**src/core/pch_cfg.svh**
```systemverilog
// constants for the configuration header register bank
`ifndef PCH_CFG_SVH
`define PCH_CFG_SVH
`define PCH_OFS_IDENT      8'h00
`define PCH_OFS_CMDSTAT    8'h04
`define PCH_OFS_CLASS      8'h08
`define PCH_OFS_MISC       8'h0c
`define PCH_OFS_IO_BAR     8'h10
`define PCH_OFS_MEM_BAR    8'h14
`define PCH_OFS_RAM_BAR    8'h18
`define PCH_OFS_SUBSYS     8'h2c
`define PCH_OFS_ROM_BAR    8'h30
`define PCH_OFS_CAP_PTR    8'h34
`define PCH_OFS_IRQ        8'h3c
`define PCH_OFS_PM_CAP     8'h40
`define PCH_OFS_PM_CSR     8'h44
`define PCH_OFS_UNSUP_BASE 8'h40
`define PCH_OFS_UNSUP_EXT  8'h48
`define PCH_OPREG_BIT      7
`define PCH_CMD_IO         0
`define PCH_CMD_MEM        1
`define PCH_CMD_MASTER     2
`define PCH_CMD_MWI        4
`define PCH_CMD_PERR       6
`define PCH_CMD_SERR       8
`define PCH_CMD_MASK       16'h0157
`define PCH_ST_PAR_RPT     8
`define PCH_ST_TGT_ABT     12
`define PCH_ST_MST_ABT     13
`define PCH_ST_SERR        14
`define PCH_ST_PAR_DET     15
`define PCH_ST_CAP         4
`define PCH_SEL_TIMING     2'h1
`define PCH_SEL_LO         9
`define PCH_CLASS_CODE     24'h01_0000
`define PCH_HDR_TYPE       8'h00
`define PCH_IRQ_PIN        8'h01
`define PCH_MIN_GNT        8'h11
`define PCH_MAX_LAT        8'h40
`define PCH_CAP_START      8'h40
`define PCH_CAP_PM_ID      8'h01
`define PCH_IO_BAR_MASK    32'hffff_ff00
`define PCH_MEM_BAR_MASK   32'hffff_ff00
`define PCH_RAM_BAR_MASK   32'hffff_f000
`define PCH_IO_BAR_FIX     32'h0000_0001
`define PCH_ROM_EN_BIT     0
`define PCH_RAM_STRAP_BIT  5
`define PCH_PM_STATE_MASK  16'h0003
`endif

```
**src/core/pch_pkg.sv**
```systemverilog
// types shared by the configuration header bank
package pch_pkg;
    typedef struct packed {
        logic       valid;
        logic       write;
        logic [7:0] offset;
        logic [3:0] byte_en;
        logic [31:0] data;
    } pch_cfg_req_t;
    typedef struct packed {
        logic parity_detected;
        logic serr_asserted;
        logic master_abort;
        logic target_abort;
        logic perr_on_master;
    } pch_events_t;
    typedef struct packed {
        logic io_claim_en;
        logic mem_claim_en;
        logic master_en;
        logic mwi_en;
        logic parity_resp_en;
        logic serr_drv_en;
        logic addr_par_report_en;
    } pch_enables_t;
endpackage : pch_pkg

```
**src/core/pch_bar.sv**
```systemverilog
// one base address register with a size mask and fixed low bits
`timescale 1ns/1ps
`include "pch_cfg.svh"
module pch_bar #(
    parameter logic [31:0] SIZE_MASK = 32'hffff_ff00,
    parameter logic [31:0] FIXED     = 32'h0000_0000
) (
    input  wire logic        clock_in,
    input  wire logic        reset_n_in,
    input  wire logic        enable_in,
    input  wire logic        write_in,
    input  wire logic [3:0]  byte_en_in,
    input  wire logic [31:0] data_in,
    output logic      [31:0] value_out
);
    logic [31:0] base;
    logic [31:0] lane_mask;
    always_comb
    begin
        for (int i = 0; i < 4; i++)
        begin
            lane_mask[i*8 +: 8] = {8{byte_en_in[i]}};
        end
    end
    always_ff @(posedge clock_in or negedge reset_n_in)
    begin
        if (!reset_n_in)
            base <= 32'h0000_0000;
        else if (write_in && enable_in)
            base <= ((base & ~lane_mask) | (data_in & lane_mask)) & SIZE_MASK;
    end
    // disabled bar reads zero and cannot be sized
    assign value_out = enable_in ? (base | FIXED) : 32'h0000_0000;
endmodule : pch_bar

```
**src/core/pch_config_header.sv**
```systemverilog
// configuration header register bank with command and status logic
// Overview of operation
// - header reached only through configuration read and write cycles
// - low 128 bytes configuration data, upper 128 bytes operating registers
// - unsupported locations ignore writes and read zero
// - base variant 40h-7Fh unsupported; extended variant only 48h-7Fh
// - reserved locations read zero
// - read-only maker identity at 00h, part identity at 02h
// - command all zero: no access except configuration
// - command bits 3,5,7,9-15 have no effect
// - bit 8 enables error driver; address parity reported needs bits 8 and 6
// - bit 6 enables data parity reporting; parity always generated
// - bit 4 permits write-and-invalidate only with dma test control bit 0
// - bit 2 clear forbids starting master accesses
// - bit 1 enables claiming memory accesses in memory window
// - bit 0 enables claiming io accesses in io window
// - status reads unchanged; write-one clears; writes never set
// - status bits 0-3,5,6,7,11 read zero
// - bit 15 set on any data parity error regardless of enable
// - bit 14 set whenever error driver asserted
// - bit 13 set on own master abort except special cycle
// - ram base enabled after reset unless strap line pulled down
// - rom base functional only when straps enable expansion memory
// - bit 12 set on own transaction ended by target abort
// - bits 10-9 read select timing code medium
// - bit 8 set on error signal in own mastered transfer with bit 6 set
`timescale 1ns/1ps
`include "pch_cfg.svh"
module pch_config_header #(
    parameter bit          EXTENDED     = 1'b0,
    parameter logic [15:0] MAKER_ID     = 16'h0a5a,   // arbitrary value
    parameter logic [15:0] PART_ID      = 16'h0c3c,   // arbitrary value
    parameter logic [7:0]  REVISION     = 8'h01,      // arbitrary value
    parameter logic [15:0] BOARD_MAKER  = 16'h0000,   // arbitrary value
    parameter logic [31:0] ROM_MASK     = 32'hffff_8000
) (
    input  wire logic                 clock_in,
    input  wire logic                 reset_n_in,
    input  wire pch_pkg::pch_cfg_req_t cfg_req_in,
    output logic               [31:0] cfg_read_data_out,
    output logic                      cfg_done_out,
    output logic                      opreg_sel_out,
    input  wire logic          [31:0] opreg_read_data_in,
    input  wire logic           [7:0] strap_bus_in,
    input  wire logic                 strap_sample_in,
    input  wire logic                 dma_test_control_three_bit0_in,
    input  wire pch_pkg::pch_events_t events_in,
    input  wire logic                 special_cycle_in,
    input  wire logic                 addr_parity_err_in,
    output pch_pkg::pch_enables_t     enables_out,
    output logic                      serr_drive_out,
    output logic               [31:0] io_base_out,
    output logic               [31:0] mem_base_out,
    output logic               [31:0] ram_base_out,
    output logic               [31:0] rom_base_out
);
    logic [15:0] command;
    logic [15:0] status_flags;
    logic [7:0]  cache_line_words;
    logic [7:0]  master_latency_count;
    logic [7:0]  irq_routing_line;
    logic [15:0] power_control_state;
    logic        ram_bar_enabled;
    logic        rom_bar_enabled;
    logic        strap_taken;
    logic [31:0] io_bar_val;
    logic [31:0] mem_bar_val;
    logic [31:0] ram_bar_val;
    logic [31:0] rom_bar_val;
    logic [31:0] next_read_data;
    logic        wr;
    logic        is_opreg;
    logic [7:0]  word_ofs;
    logic [15:0] status_view;
    logic [15:0] clear_mask;
    logic [15:0] set_mask;
    logic        serr_event;
    localparam logic [15:0] CMD_KEEP = `PCH_CMD_MASK;

    // only configuration cycles reach this bank
    assign wr       = cfg_req_in.valid && cfg_req_in.write;
    assign is_opreg = cfg_req_in.offset[`PCH_OPREG_BIT];
    assign word_ofs = {cfg_req_in.offset[7:2], 2'b00};
    assign opreg_sel_out = cfg_req_in.valid && is_opreg;

    // straps are caught on a clocked edge after reset release, never in reset
    always_ff @(posedge clock_in or negedge reset_n_in)
    begin
        if (!reset_n_in)
        begin
            ram_bar_enabled <= 1'b1;
            rom_bar_enabled <= 1'b0;
            strap_taken     <= 1'b0;
        end
        else if (strap_sample_in && !strap_taken)
        begin
            strap_taken     <= 1'b1;
            ram_bar_enabled <= strap_bus_in[`PCH_RAM_STRAP_BIT];
            rom_bar_enabled <= ~&strap_bus_in;
        end
    end

    // command register; unimplemented bits never stored
    always_ff @(posedge clock_in or negedge reset_n_in)
    begin
        if (!reset_n_in)
            command <= 16'h0000;
        else if (wr && !is_opreg && word_ofs == `PCH_OFS_CMDSTAT)
        begin
            if (cfg_req_in.byte_en[0])
                command[7:0] <= cfg_req_in.data[7:0] & CMD_KEEP[7:0];
            if (cfg_req_in.byte_en[1])
                command[15:8] <= cfg_req_in.data[15:8] & CMD_KEEP[15:8];
        end
    end

    // one process drives the whole struct so it has a single driver
    always_comb
    begin
        enables_out.io_claim_en    = command[`PCH_CMD_IO];
        enables_out.mem_claim_en   = command[`PCH_CMD_MEM];
        enables_out.master_en      = command[`PCH_CMD_MASTER];
        enables_out.mwi_en         = command[`PCH_CMD_MWI] && dma_test_control_three_bit0_in;
        enables_out.parity_resp_en = command[`PCH_CMD_PERR];
        enables_out.serr_drv_en    = command[`PCH_CMD_SERR];
        enables_out.addr_par_report_en = command[`PCH_CMD_SERR] && command[`PCH_CMD_PERR];
    end

    // error driver asserts only on enabled address parity errors
    assign serr_event = addr_parity_err_in && command[`PCH_CMD_SERR] && command[`PCH_CMD_PERR];
    always_ff @(posedge clock_in or negedge reset_n_in)
    begin
        if (!reset_n_in)
            serr_drive_out <= 1'b0;
        else
            serr_drive_out <= serr_event;
    end

    // event set masks
    always_comb
    begin
        set_mask = 16'h0000;
        set_mask[`PCH_ST_PAR_DET] = events_in.parity_detected;
        set_mask[`PCH_ST_SERR]    = serr_drive_out;
        set_mask[`PCH_ST_MST_ABT] = events_in.master_abort && !special_cycle_in;
        set_mask[`PCH_ST_TGT_ABT] = events_in.target_abort;
        set_mask[`PCH_ST_PAR_RPT] = events_in.perr_on_master && command[`PCH_CMD_PERR];
    end

    always_comb
    begin
        clear_mask = 16'h0000;
        if (wr && !is_opreg && word_ofs == `PCH_OFS_CMDSTAT)
        begin
            if (cfg_req_in.byte_en[2])
                clear_mask[7:0] = cfg_req_in.data[23:16];
            if (cfg_req_in.byte_en[3])
                clear_mask[15:8] = cfg_req_in.data[31:24];
        end
    end

    // set wins over a clear in the same cycle so no event is lost
    always_ff @(posedge clock_in or negedge reset_n_in)
    begin
        if (!reset_n_in)
            status_flags <= 16'h0000;
        else
            status_flags <= (status_flags & ~clear_mask) | set_mask;
    end

    always_comb
    begin
        status_view = 16'h0000;
        status_view[`PCH_ST_PAR_DET] = status_flags[`PCH_ST_PAR_DET];
        status_view[`PCH_ST_SERR]    = status_flags[`PCH_ST_SERR];
        status_view[`PCH_ST_MST_ABT] = status_flags[`PCH_ST_MST_ABT];
        status_view[`PCH_ST_TGT_ABT] = status_flags[`PCH_ST_TGT_ABT];
        status_view[`PCH_ST_PAR_RPT] = status_flags[`PCH_ST_PAR_RPT];
        status_view[`PCH_SEL_LO +: 2] = `PCH_SEL_TIMING;
        status_view[`PCH_ST_CAP]     = EXTENDED;
    end

    // plain byte registers
    always_ff @(posedge clock_in or negedge reset_n_in)
    begin
        if (!reset_n_in)
        begin
            cache_line_words     <= 8'h00;
            master_latency_count <= 8'h00;
            irq_routing_line     <= 8'h00;
        end
        else if (wr && !is_opreg)
        begin
            if (word_ofs == `PCH_OFS_MISC && cfg_req_in.byte_en[0])
                cache_line_words <= cfg_req_in.data[7:0];
            if (word_ofs == `PCH_OFS_MISC && cfg_req_in.byte_en[1])
                master_latency_count <= cfg_req_in.data[15:8];
            if (word_ofs == `PCH_OFS_IRQ && cfg_req_in.byte_en[0])
                irq_routing_line <= cfg_req_in.data[7:0];
        end
    end

    // power state field exists only on the extended variant
    always_ff @(posedge clock_in or negedge reset_n_in)
    begin
        if (!reset_n_in)
            power_control_state <= 16'h0000;
        else if (EXTENDED && wr && !is_opreg && word_ofs == `PCH_OFS_PM_CSR && cfg_req_in.byte_en[0])
            power_control_state <= {8'h00, cfg_req_in.data[7:0]} & `PCH_PM_STATE_MASK;
    end

    pch_bar #(.SIZE_MASK(`PCH_IO_BAR_MASK), .FIXED(`PCH_IO_BAR_FIX)) u_io_bar (
        .clock_in   (clock_in),
        .reset_n_in (reset_n_in),
        .enable_in  (1'b1),
        .write_in   (wr && !is_opreg && word_ofs == `PCH_OFS_IO_BAR),
        .byte_en_in (cfg_req_in.byte_en),
        .data_in    (cfg_req_in.data),
        .value_out  (io_bar_val)
    );
    pch_bar #(.SIZE_MASK(`PCH_MEM_BAR_MASK), .FIXED(32'h0000_0000)) u_mem_bar (
        .clock_in   (clock_in),
        .reset_n_in (reset_n_in),
        .enable_in  (1'b1),
        .write_in   (wr && !is_opreg && word_ofs == `PCH_OFS_MEM_BAR),
        .byte_en_in (cfg_req_in.byte_en),
        .data_in    (cfg_req_in.data),
        .value_out  (mem_bar_val)
    );
    pch_bar #(.SIZE_MASK(`PCH_RAM_BAR_MASK), .FIXED(32'h0000_0000)) u_ram_bar (
        .clock_in   (clock_in),
        .reset_n_in (reset_n_in),
        .enable_in  (ram_bar_enabled),
        .write_in   (wr && !is_opreg && word_ofs == `PCH_OFS_RAM_BAR),
        .byte_en_in (cfg_req_in.byte_en),
        .data_in    (cfg_req_in.data),
        .value_out  (ram_bar_val)
    );
    pch_bar #(.SIZE_MASK(ROM_MASK | 32'h0000_0001), .FIXED(32'h0000_0000)) u_rom_bar (
        .clock_in   (clock_in),
        .reset_n_in (reset_n_in),
        .enable_in  (rom_bar_enabled),
        .write_in   (wr && !is_opreg && word_ofs == `PCH_OFS_ROM_BAR),
        .byte_en_in (cfg_req_in.byte_en),
        .data_in    (cfg_req_in.data),
        .value_out  (rom_bar_val)
    );
    assign io_base_out  = io_bar_val;
    assign mem_base_out = mem_bar_val;
    assign ram_base_out = ram_bar_val;
    assign rom_base_out = rom_bar_val;

    // read mux; anything not listed reads zero, writes to it are dropped
    always_comb
    begin
        next_read_data = 32'h0000_0000;
        if (is_opreg)
            next_read_data = opreg_read_data_in;
        else
        begin
            unique case (word_ofs)
                `PCH_OFS_IDENT:   next_read_data = {PART_ID, MAKER_ID};
                `PCH_OFS_CMDSTAT: next_read_data = {status_view, command};
                `PCH_OFS_CLASS:   next_read_data = {`PCH_CLASS_CODE, REVISION};
                `PCH_OFS_MISC:    next_read_data = {8'h00, `PCH_HDR_TYPE, master_latency_count, cache_line_words};
                `PCH_OFS_IO_BAR:  next_read_data = io_bar_val;
                `PCH_OFS_MEM_BAR: next_read_data = mem_bar_val;
                `PCH_OFS_RAM_BAR: next_read_data = ram_bar_val;
                `PCH_OFS_SUBSYS:  next_read_data = {16'h0000, BOARD_MAKER};
                `PCH_OFS_ROM_BAR: next_read_data = rom_bar_val;
                `PCH_OFS_CAP_PTR: next_read_data = EXTENDED ? {24'h00_0000, `PCH_CAP_START} : 32'h0000_0000;
                `PCH_OFS_IRQ:     next_read_data = {`PCH_MAX_LAT, `PCH_MIN_GNT, `PCH_IRQ_PIN, irq_routing_line};
                `PCH_OFS_PM_CAP:  next_read_data = EXTENDED ? {24'h00_0000, `PCH_CAP_PM_ID} : 32'h0000_0000;
                `PCH_OFS_PM_CSR:  next_read_data = EXTENDED ? {16'h0000, power_control_state} : 32'h0000_0000;
                default:          next_read_data = 32'h0000_0000;
            endcase
        end
    end

    always_ff @(posedge clock_in or negedge reset_n_in)
    begin
        if (!reset_n_in)
            cfg_read_data_out <= 32'h0000_0000;
        else if (cfg_req_in.valid && !cfg_req_in.write)
            cfg_read_data_out <= next_read_data;
    end

    always_ff @(posedge clock_in or negedge reset_n_in)
    begin
        if (!reset_n_in)
            cfg_done_out <= 1'b0;
        else
            cfg_done_out <= cfg_req_in.valid;
    end

    // a zero command leaves no claim or master enable standing
    property p_zero_command;
        @(posedge clock_in) disable iff (!reset_n_in)
        (command == 16'h0000) |-> !(enables_out.io_claim_en || enables_out.mem_claim_en || enables_out.master_en);
    endproperty
    a_zero_command: assert property (p_zero_command) else $error("enables active with zero command");

    property p_cmd_reserved;
        @(posedge clock_in) disable iff (!reset_n_in)
        (command & ~`PCH_CMD_MASK) == 16'h0000;
    endproperty
    a_cmd_reserved: assert property (p_cmd_reserved) else $error("unimplemented command bit stored");

    property p_serr_gate;
        @(posedge clock_in) disable iff (!reset_n_in)
        serr_drive_out |-> $past(command[`PCH_CMD_SERR] && command[`PCH_CMD_PERR] && addr_parity_err_in);
    endproperty
    a_serr_gate: assert property (p_serr_gate) else $error("error driver without both enables");

    property p_mwi_gate;
        @(posedge clock_in) disable iff (!reset_n_in)
        enables_out.mwi_en |-> (command[`PCH_CMD_MWI] && dma_test_control_three_bit0_in);
    endproperty
    a_mwi_gate: assert property (p_mwi_gate) else $error("invalidate writes enabled without both bits");

    property p_par_det_set;
        @(posedge clock_in) disable iff (!reset_n_in)
        events_in.parity_detected |=> status_flags[`PCH_ST_PAR_DET];
    endproperty
    a_par_det_set: assert property (p_par_det_set) else $error("parity detect flag not set");

    property p_serr_flag;
        @(posedge clock_in) disable iff (!reset_n_in)
        serr_drive_out |=> status_flags[`PCH_ST_SERR];
    endproperty
    a_serr_flag: assert property (p_serr_flag) else $error("system error flag not set");

    property p_never_set_by_write;
        @(posedge clock_in) disable iff (!reset_n_in)
        ($rose(status_flags[`PCH_ST_MST_ABT])) |-> $past(events_in.master_abort && !special_cycle_in);
    endproperty
    a_never_set_by_write: assert property (p_never_set_by_write) else $error("abort flag set without event");

    property p_status_zero_bits;
        @(posedge clock_in) disable iff (!reset_n_in)
        (status_view[3:0] == 4'h0) && (status_view[7:5] == 3'h0) && !status_view[11];
    endproperty
    a_status_zero_bits: assert property (p_status_zero_bits) else $error("reserved status bit nonzero");

    property p_unsupported_zero;
        @(posedge clock_in) disable iff (!reset_n_in)
        (cfg_req_in.valid && !cfg_req_in.write && !is_opreg
            && word_ofs >= (EXTENDED ? `PCH_OFS_UNSUP_EXT : `PCH_OFS_UNSUP_BASE))
        |=> cfg_read_data_out == 32'h0000_0000;
    endproperty
    a_unsupported_zero: assert property (p_unsupported_zero) else $error("unsupported location read nonzero");
endmodule : pch_config_header

```
**config.mk**
```make
export PLATFORM = sky130hd
export DESIGN_NAME = pch_config_header
export DESIGN_NICKNAME = d
export VERILOG_FILES = /design/src/core/pch_pkg.sv /design/src/core/pch_bar.sv /design/src/core/pch_config_header.sv
export VERILOG_INCLUDE_DIRS = /design/src /design/src/core
export SDC_FILE = /design/constraint.sdc
export NUM_CORES = 1
export LEC_CHECK = 0
export ABC_AREA = 1
export ABC_CLOCK_PERIOD_IN_PS = 1700
export BUFFER_PORTS_ARGS = -buffer_cell sky130_fd_sc_hd__buf_2
export CAP_MARGIN = 20
export CORE_MARGIN = 2
export CORE_UTILIZATION = 25
export DETAILED_ROUTE_END_ITERATION = 10
export HOLD_SLACK_MARGIN = 0.15
export PLACE_DENSITY = 0.51
export REMOVE_ABC_BUFFERS = 1
export SETUP_SLACK_MARGIN = 0.15
export SYNTH_ARGS = -nofsm -noshare
export SYNTH_HDL_FRONTEND = slang
export SYNTH_HIERARCHICAL = 1
export SYNTH_SLANG_ARGS = --single-unit
```
**constraint.sdc**
```tcl
create_clock -name clock_in -period 1.7 [get_ports clock_in]
set_input_delay 0.34 -clock clock_in [delete_from_list [all_inputs] [get_ports clock_in]]
set_output_delay 0.34 -clock clock_in [all_outputs]
set_load 0.01 [all_outputs]
```
* After elaboration in Yosys (flattened, before gate mapping)
Index checks and enable logic that the tools add are counted.
** Word-level totals
- Register bits after elaboration :: 169
- Output and inout port bits :: 170
** Cells by class
- Reduce and logical (&&, ||, !) cells :: 33
- Equal/unequal tests :: 8
- Bitwise gates (word level) :: 13
- Multiplexer cells :: 7
** Operator list (number)
- $pmux 32 s9 :: 1
- $and 32x32->32 :: 5
- $or 32x32->32 :: 4
- $mux 32 :: 3
- $not 32->32 :: 1
- $logic_and 1x1->1 :: 21
- $eq 6x3->1 const B :: 3
- $and 16x16->16 :: 1
- $mux 16 :: 1
- $mux 8 :: 2
- $not 16->16 :: 1
- $or 16x16->16 :: 1
- $eq 6x2->1 const B :: 2
- $eq 6x4->1 const B :: 2
- $reduce_and 2->1 :: 5
- $logic_not 8->1 :: 1
- $reduce_and 8->1 :: 1
- $eq 6x1->1 const B :: 1
- $logic_not 1->1 :: 5

* Logic depth before layout (Yosys ltp)
- Depth after elaboration :: 7
- Depth in mapped cells :: 11
- Gate-level depth less buffers :: 10

* Hierarchy
Netlist, hierarchy kept.
** Modules (own cells, without submodules)
- pch_config_header :: cells an instance 736, area each 4885.9 um^2, instances 1
- pch_bar at u_io_bar ... :: cells an instance 168, area each 1293.7 um^2, instances 2
- pch_bar at u_ram_bar :: cells an instance 145, area each 1084.8 um^2, instances 1
- pch_bar at u_rom_bar :: cells an instance 135, area each 1018.5 um^2, instances 1

* Least setup slack after synthesis
No wires, ideal clock.
- Path type :: in2reg
- From :: in cfg_req_in[43] (netlist bit)
- To :: reg with a tool-made name
- Path slack :: 0.062 ns
- Arrival time :: 1.520 ns
- Stages on the path :: 9
- Path buffers :: 3
- Cells stage by stage :: buf_6 > nor2_8 > nand3_2 > buf_2 > nor2_1 > buf_2 > nand3_1 > nand2_1 > nand2_1
** RTL lines
- start, declared :: line pch_config_header.sv:39 : input wire pch_pkg::pch_cfg_req_t cfg_req_in,

* Final worst setup path
- From :: reg ram_bar_enabled
- To :: out ram_base_out[24]
** Between the ends
- Longest elaborated chain between the ends :: 1
** RTL lines
- start, declared :: line pch_config_header.sv:63 : logic ram_bar_enabled;
- start signal, assigned :: line pch_config_header.sv:98 : ram_bar_enabled <= strap_bus_in[`PCH_RAM_STRAP_BIT];
- $mux 32 :: line pch_bar.sv:33 : assign value_out = enable_in ? (base | FIXED) : 32'h0000_0000;
- end, declared :: line pch_config_header.sv:54 : output logic [31:0] ram_base_out,
No other way between the ends.

==> results.py <==
metrics = {
    "placement": {
        "place_hpwl_mm": 27.9,
        "gp_congestion": 0.806,
        "post-place-cells": 2086,
        "placedInstanceArea_mm2": 0.0116,
        "numPortBuffers": 221,
    },
    "route": {
        "drtIter0Drc": 675,
        "wl_per_cell_um": 18.4,
        "wl_met2_mm": 18.4,
        "drt-met1-wl_mm": 17.8,
        "wl_mm": 39.8,
        "final_antenna_net_count": 0,
        "post_drt_via_cell_ratio": 4.53,
        "route.detailed.drc": 0,
        "vias": 9844,
        "first_pass_iters": 7,
        "dr_wl_met3_mm": 2.95,
        "top_layer_used": "met5",
    },
    "floorplanning": {
        "die_width_um": 200,
        "core_region_area_mm2": 0.0377,
        "num_rows": 71,
        "start_util_pct": 25.4,
        "die_area_mm2": 0.0399,
        "die-height_um": 200,
        "ios": 267,
    },
    "layout": {
        "multiInputGateArea_mm2": 0.00451,
        "fin_nets": 1742,
        "drive_above_1_share_pct": 31.4,
        "fillCellCount": 4026,
        "syn2layout_area_growth_pct": 39.2,
        "fin_area_mm2": 0.0133,
        "layout.cells.non_filler": 2171,
        "seqCellArea_mm2": 0.00396,
        "finish.utilization_pct": 35.4,
    },
    "grt": {
        "grt_max_degree": 61,
        "grt_usage_pct": 20.0,
        "grt_pass1_wl_mm": 58.6,
        "grt_pass1_vias": 9590,
        "grt_overflow": 0,
        "antenna_found_initial": 7,
    },
    "yosys": {
        "seq_area_frac_synth_pct": 41.3,
        "synth_warnings": 6,
        "syn_inst": 1352,
        "synth.avg_cell_area_um2": 7.08,
        "ys_types": 30,
        "async_flop_share_pct": 100,
        "netlist_top_cells_area": "dfrtp_1 41%, nand2_1 17%, nand4_1 7.9%, inv_1 7.4%, buf_4 5.0%",
        "synth_seq_cells": 158,
        "netlist_area_mm2": 0.00958,
        "synthFlopType": "dfrtp_1",
        "synth_edf_count": 0,
        "synth.largest_area_cell": "dfrtp_1",
        "synth_top_area_share_pct": 41.0,
    },
    "sta": {
        "period_needed_ps": 1870,
        "hold_violations": 0,
        "setup_violations": 39,
        "rsz0062_at_grt": "true",
        "fmax_mhz": 535,
        "slew_viol_final": 0,
        "skew_ps": 8.40,
        "period_share_pct": 110,
        "worst_slack_ps": -168,
    },
    "clock_tree": {
        "cts_made_buffers": 17,
        "cts_buffer_depth": 2,
        "ctsHtreeMaxLevel": 4,
        "cts.sinks": 158,
        "path_clk_slew_ps": 70,
        "cts_tree": "done",
        "clk_latency_ps": 440,
        "cts-root-buf": "clkbuf_16",
    },
    "critical_path": {
        "crit_start": "ram_bar_enabled",
        "cp-end-kind": "output pin",
        "crit_path_start_kind": "flip-flop",
        "required_ps": 1360,
        "regToRegStartpoint": "ram_bar_enabled",
        "r2r_cells": 15,
        "path_max_fanout": 10,
        "criticalPathCategory": "flip-flop to output pin",
        "cp.arrival_ps": 1530,
    },
    "power": {
        "p_int_w": 0.00681,
        "swShare_pct": 28.7,
        "power_density_mw_per_mm2": 716,
        "clock_power_share_pct": 40.8,
        "pwr-share-comb_pct": 17.0,
        "ir_drop_v": 0.000676,
        "pwr-share-seq_pct": 42.2,
        "p_leak_nw": 7.63,
        "power.net_switching_w": 0.00274,
    },
    "outcome": {
        "outcome": "finished with violations",
        "violations": "negative setup slack",
    },
    "min_path": {
        "hold_start": "cfg_req_in[3]",
        "min_path_type": "input pin to flip-flop",
        "whs_path_depth": 3,
    },
    "run": {
        "maxCapViolCount": 0,
    },
}
-- cell type report --
| class | count | share of cell area (%) |
|---|---|---|
| multi-input combinational | 918 | 33.8 |
| sequential | 158 | 29.7 |
| timing repair buffer | 359 | 21.6 |
| inverter | 191 | 5.70 |
| tap | 511 | 4.80 |
| clock buffer | 20 | 3.43 |
| clock inverter | 11 | 0.882 |
| antenna | 3 | 0.0563 |
-- kinds of logic after synthesis --
logic type | synth area share [%]
simple gates | 37.4
buf+inv | 16.0
flops | 41.3
compound gates | 4.95
other cells | 0.196
mux | 0.118
-- critical path: stages (launching register included) --
cell	delay, ps
dfstp_2	600
buf_6	120
buf_12	120
nand2_1	70
inv_2	70
buf_6	110
-- stage by stage --
step           hold slack, ps  setup TNS [ps]  power [W]  setup slack [ps]
2_1_floorplan            44.4         -116710    0.00463             -1350
3_3_place_gp              172           -2240    0.00538             -80.2
3_5_place_dp              170           -3170    0.00539             -85.0
4_1_cts                   156           -4640    0.00958              -193
5_1_grt                   167           -6340     0.0100              -235
6_report                  181           -4030    0.00955              -168
-- repair_timing --
item / 4_1_cts / 5_1_grt
endpoints found under the hold margin: 169 / 0
setup endpoints to repair: 40 / 46
pin swaps: 0 / 11
hold buffers: 15 / 0
gates resized for setup: 99 / 86
cloned: 6 / 1
buffers inserted: 20 / 9
-- final timing paths --
kind	endpoint	slack, ps
max in group asynchronous	cfg_read_data_out[15]	800
max reg2reg	cfg_read_data_out[14]	-10
min in group asynchronous	status_flags[15]	280
min reg2reg	status_flags[14]	460
min	cache_line_words[3]	180
max	ram_base_out[24]	-170
-- cells in the mapped netlist (2+ instances only) --
cell      instances
a21o_1            3
a21oi_1          46
buf_1             3
buf_2            34
buf_4            64
buf_6             9
clkbuf_1         14
conb_1            5
dfrtp_1         157
inv_1           189
inv_2             2
nand2_1         438
nand2_2           2
nand2_4           2
nand3_1          90
nand3_2          10
nand4_1         121
nor2_1           86
nor2_2            3
nor2_4            5
o21ai_0          18
o21ai_1           9
o21ai_2           8
or2_2            28
-- per-layer routing --
layer | GRT usage (%) | vias to the layer above
met2 | 32.0 | 347
met1 | 26.6 | 4678
li1 | - | 4775
met4 | 6.06 | 6
met5 | 0 | -
met3 | 5.20 | 38
-- power groups by stage --
| stage | sequential (W) | combinational [W] | clock, W |
|---|---|---|---|
| after global placement | 0.00408 | 0.00129 | 0 |
| final | 0.00403 | 0.00162 | 0.00390 |
| after detailed placement | 0.00409 | 0.00130 | 0 |
| after CTS | 0.00402 | 0.00154 | 0.00402 |
| after floorplan | 0.00416 | 0.000468 | 0 |
| after global routing | 0.00405 | 0.00177 | 0.00418 |
-- placed cells by master (no fill, tap or decap), types with 29 or more instances in the layout --
master   instances
nand2_1        406
buf_2          182
dfrtp_1        155
inv_1          149
nand4_1        121
nand3_1         88
buf_4           82
nor2_1          78
buf_6           51
a21oi_1         46
conb_1          44
nand2_4         29
(Power assumes the default switching activity.)
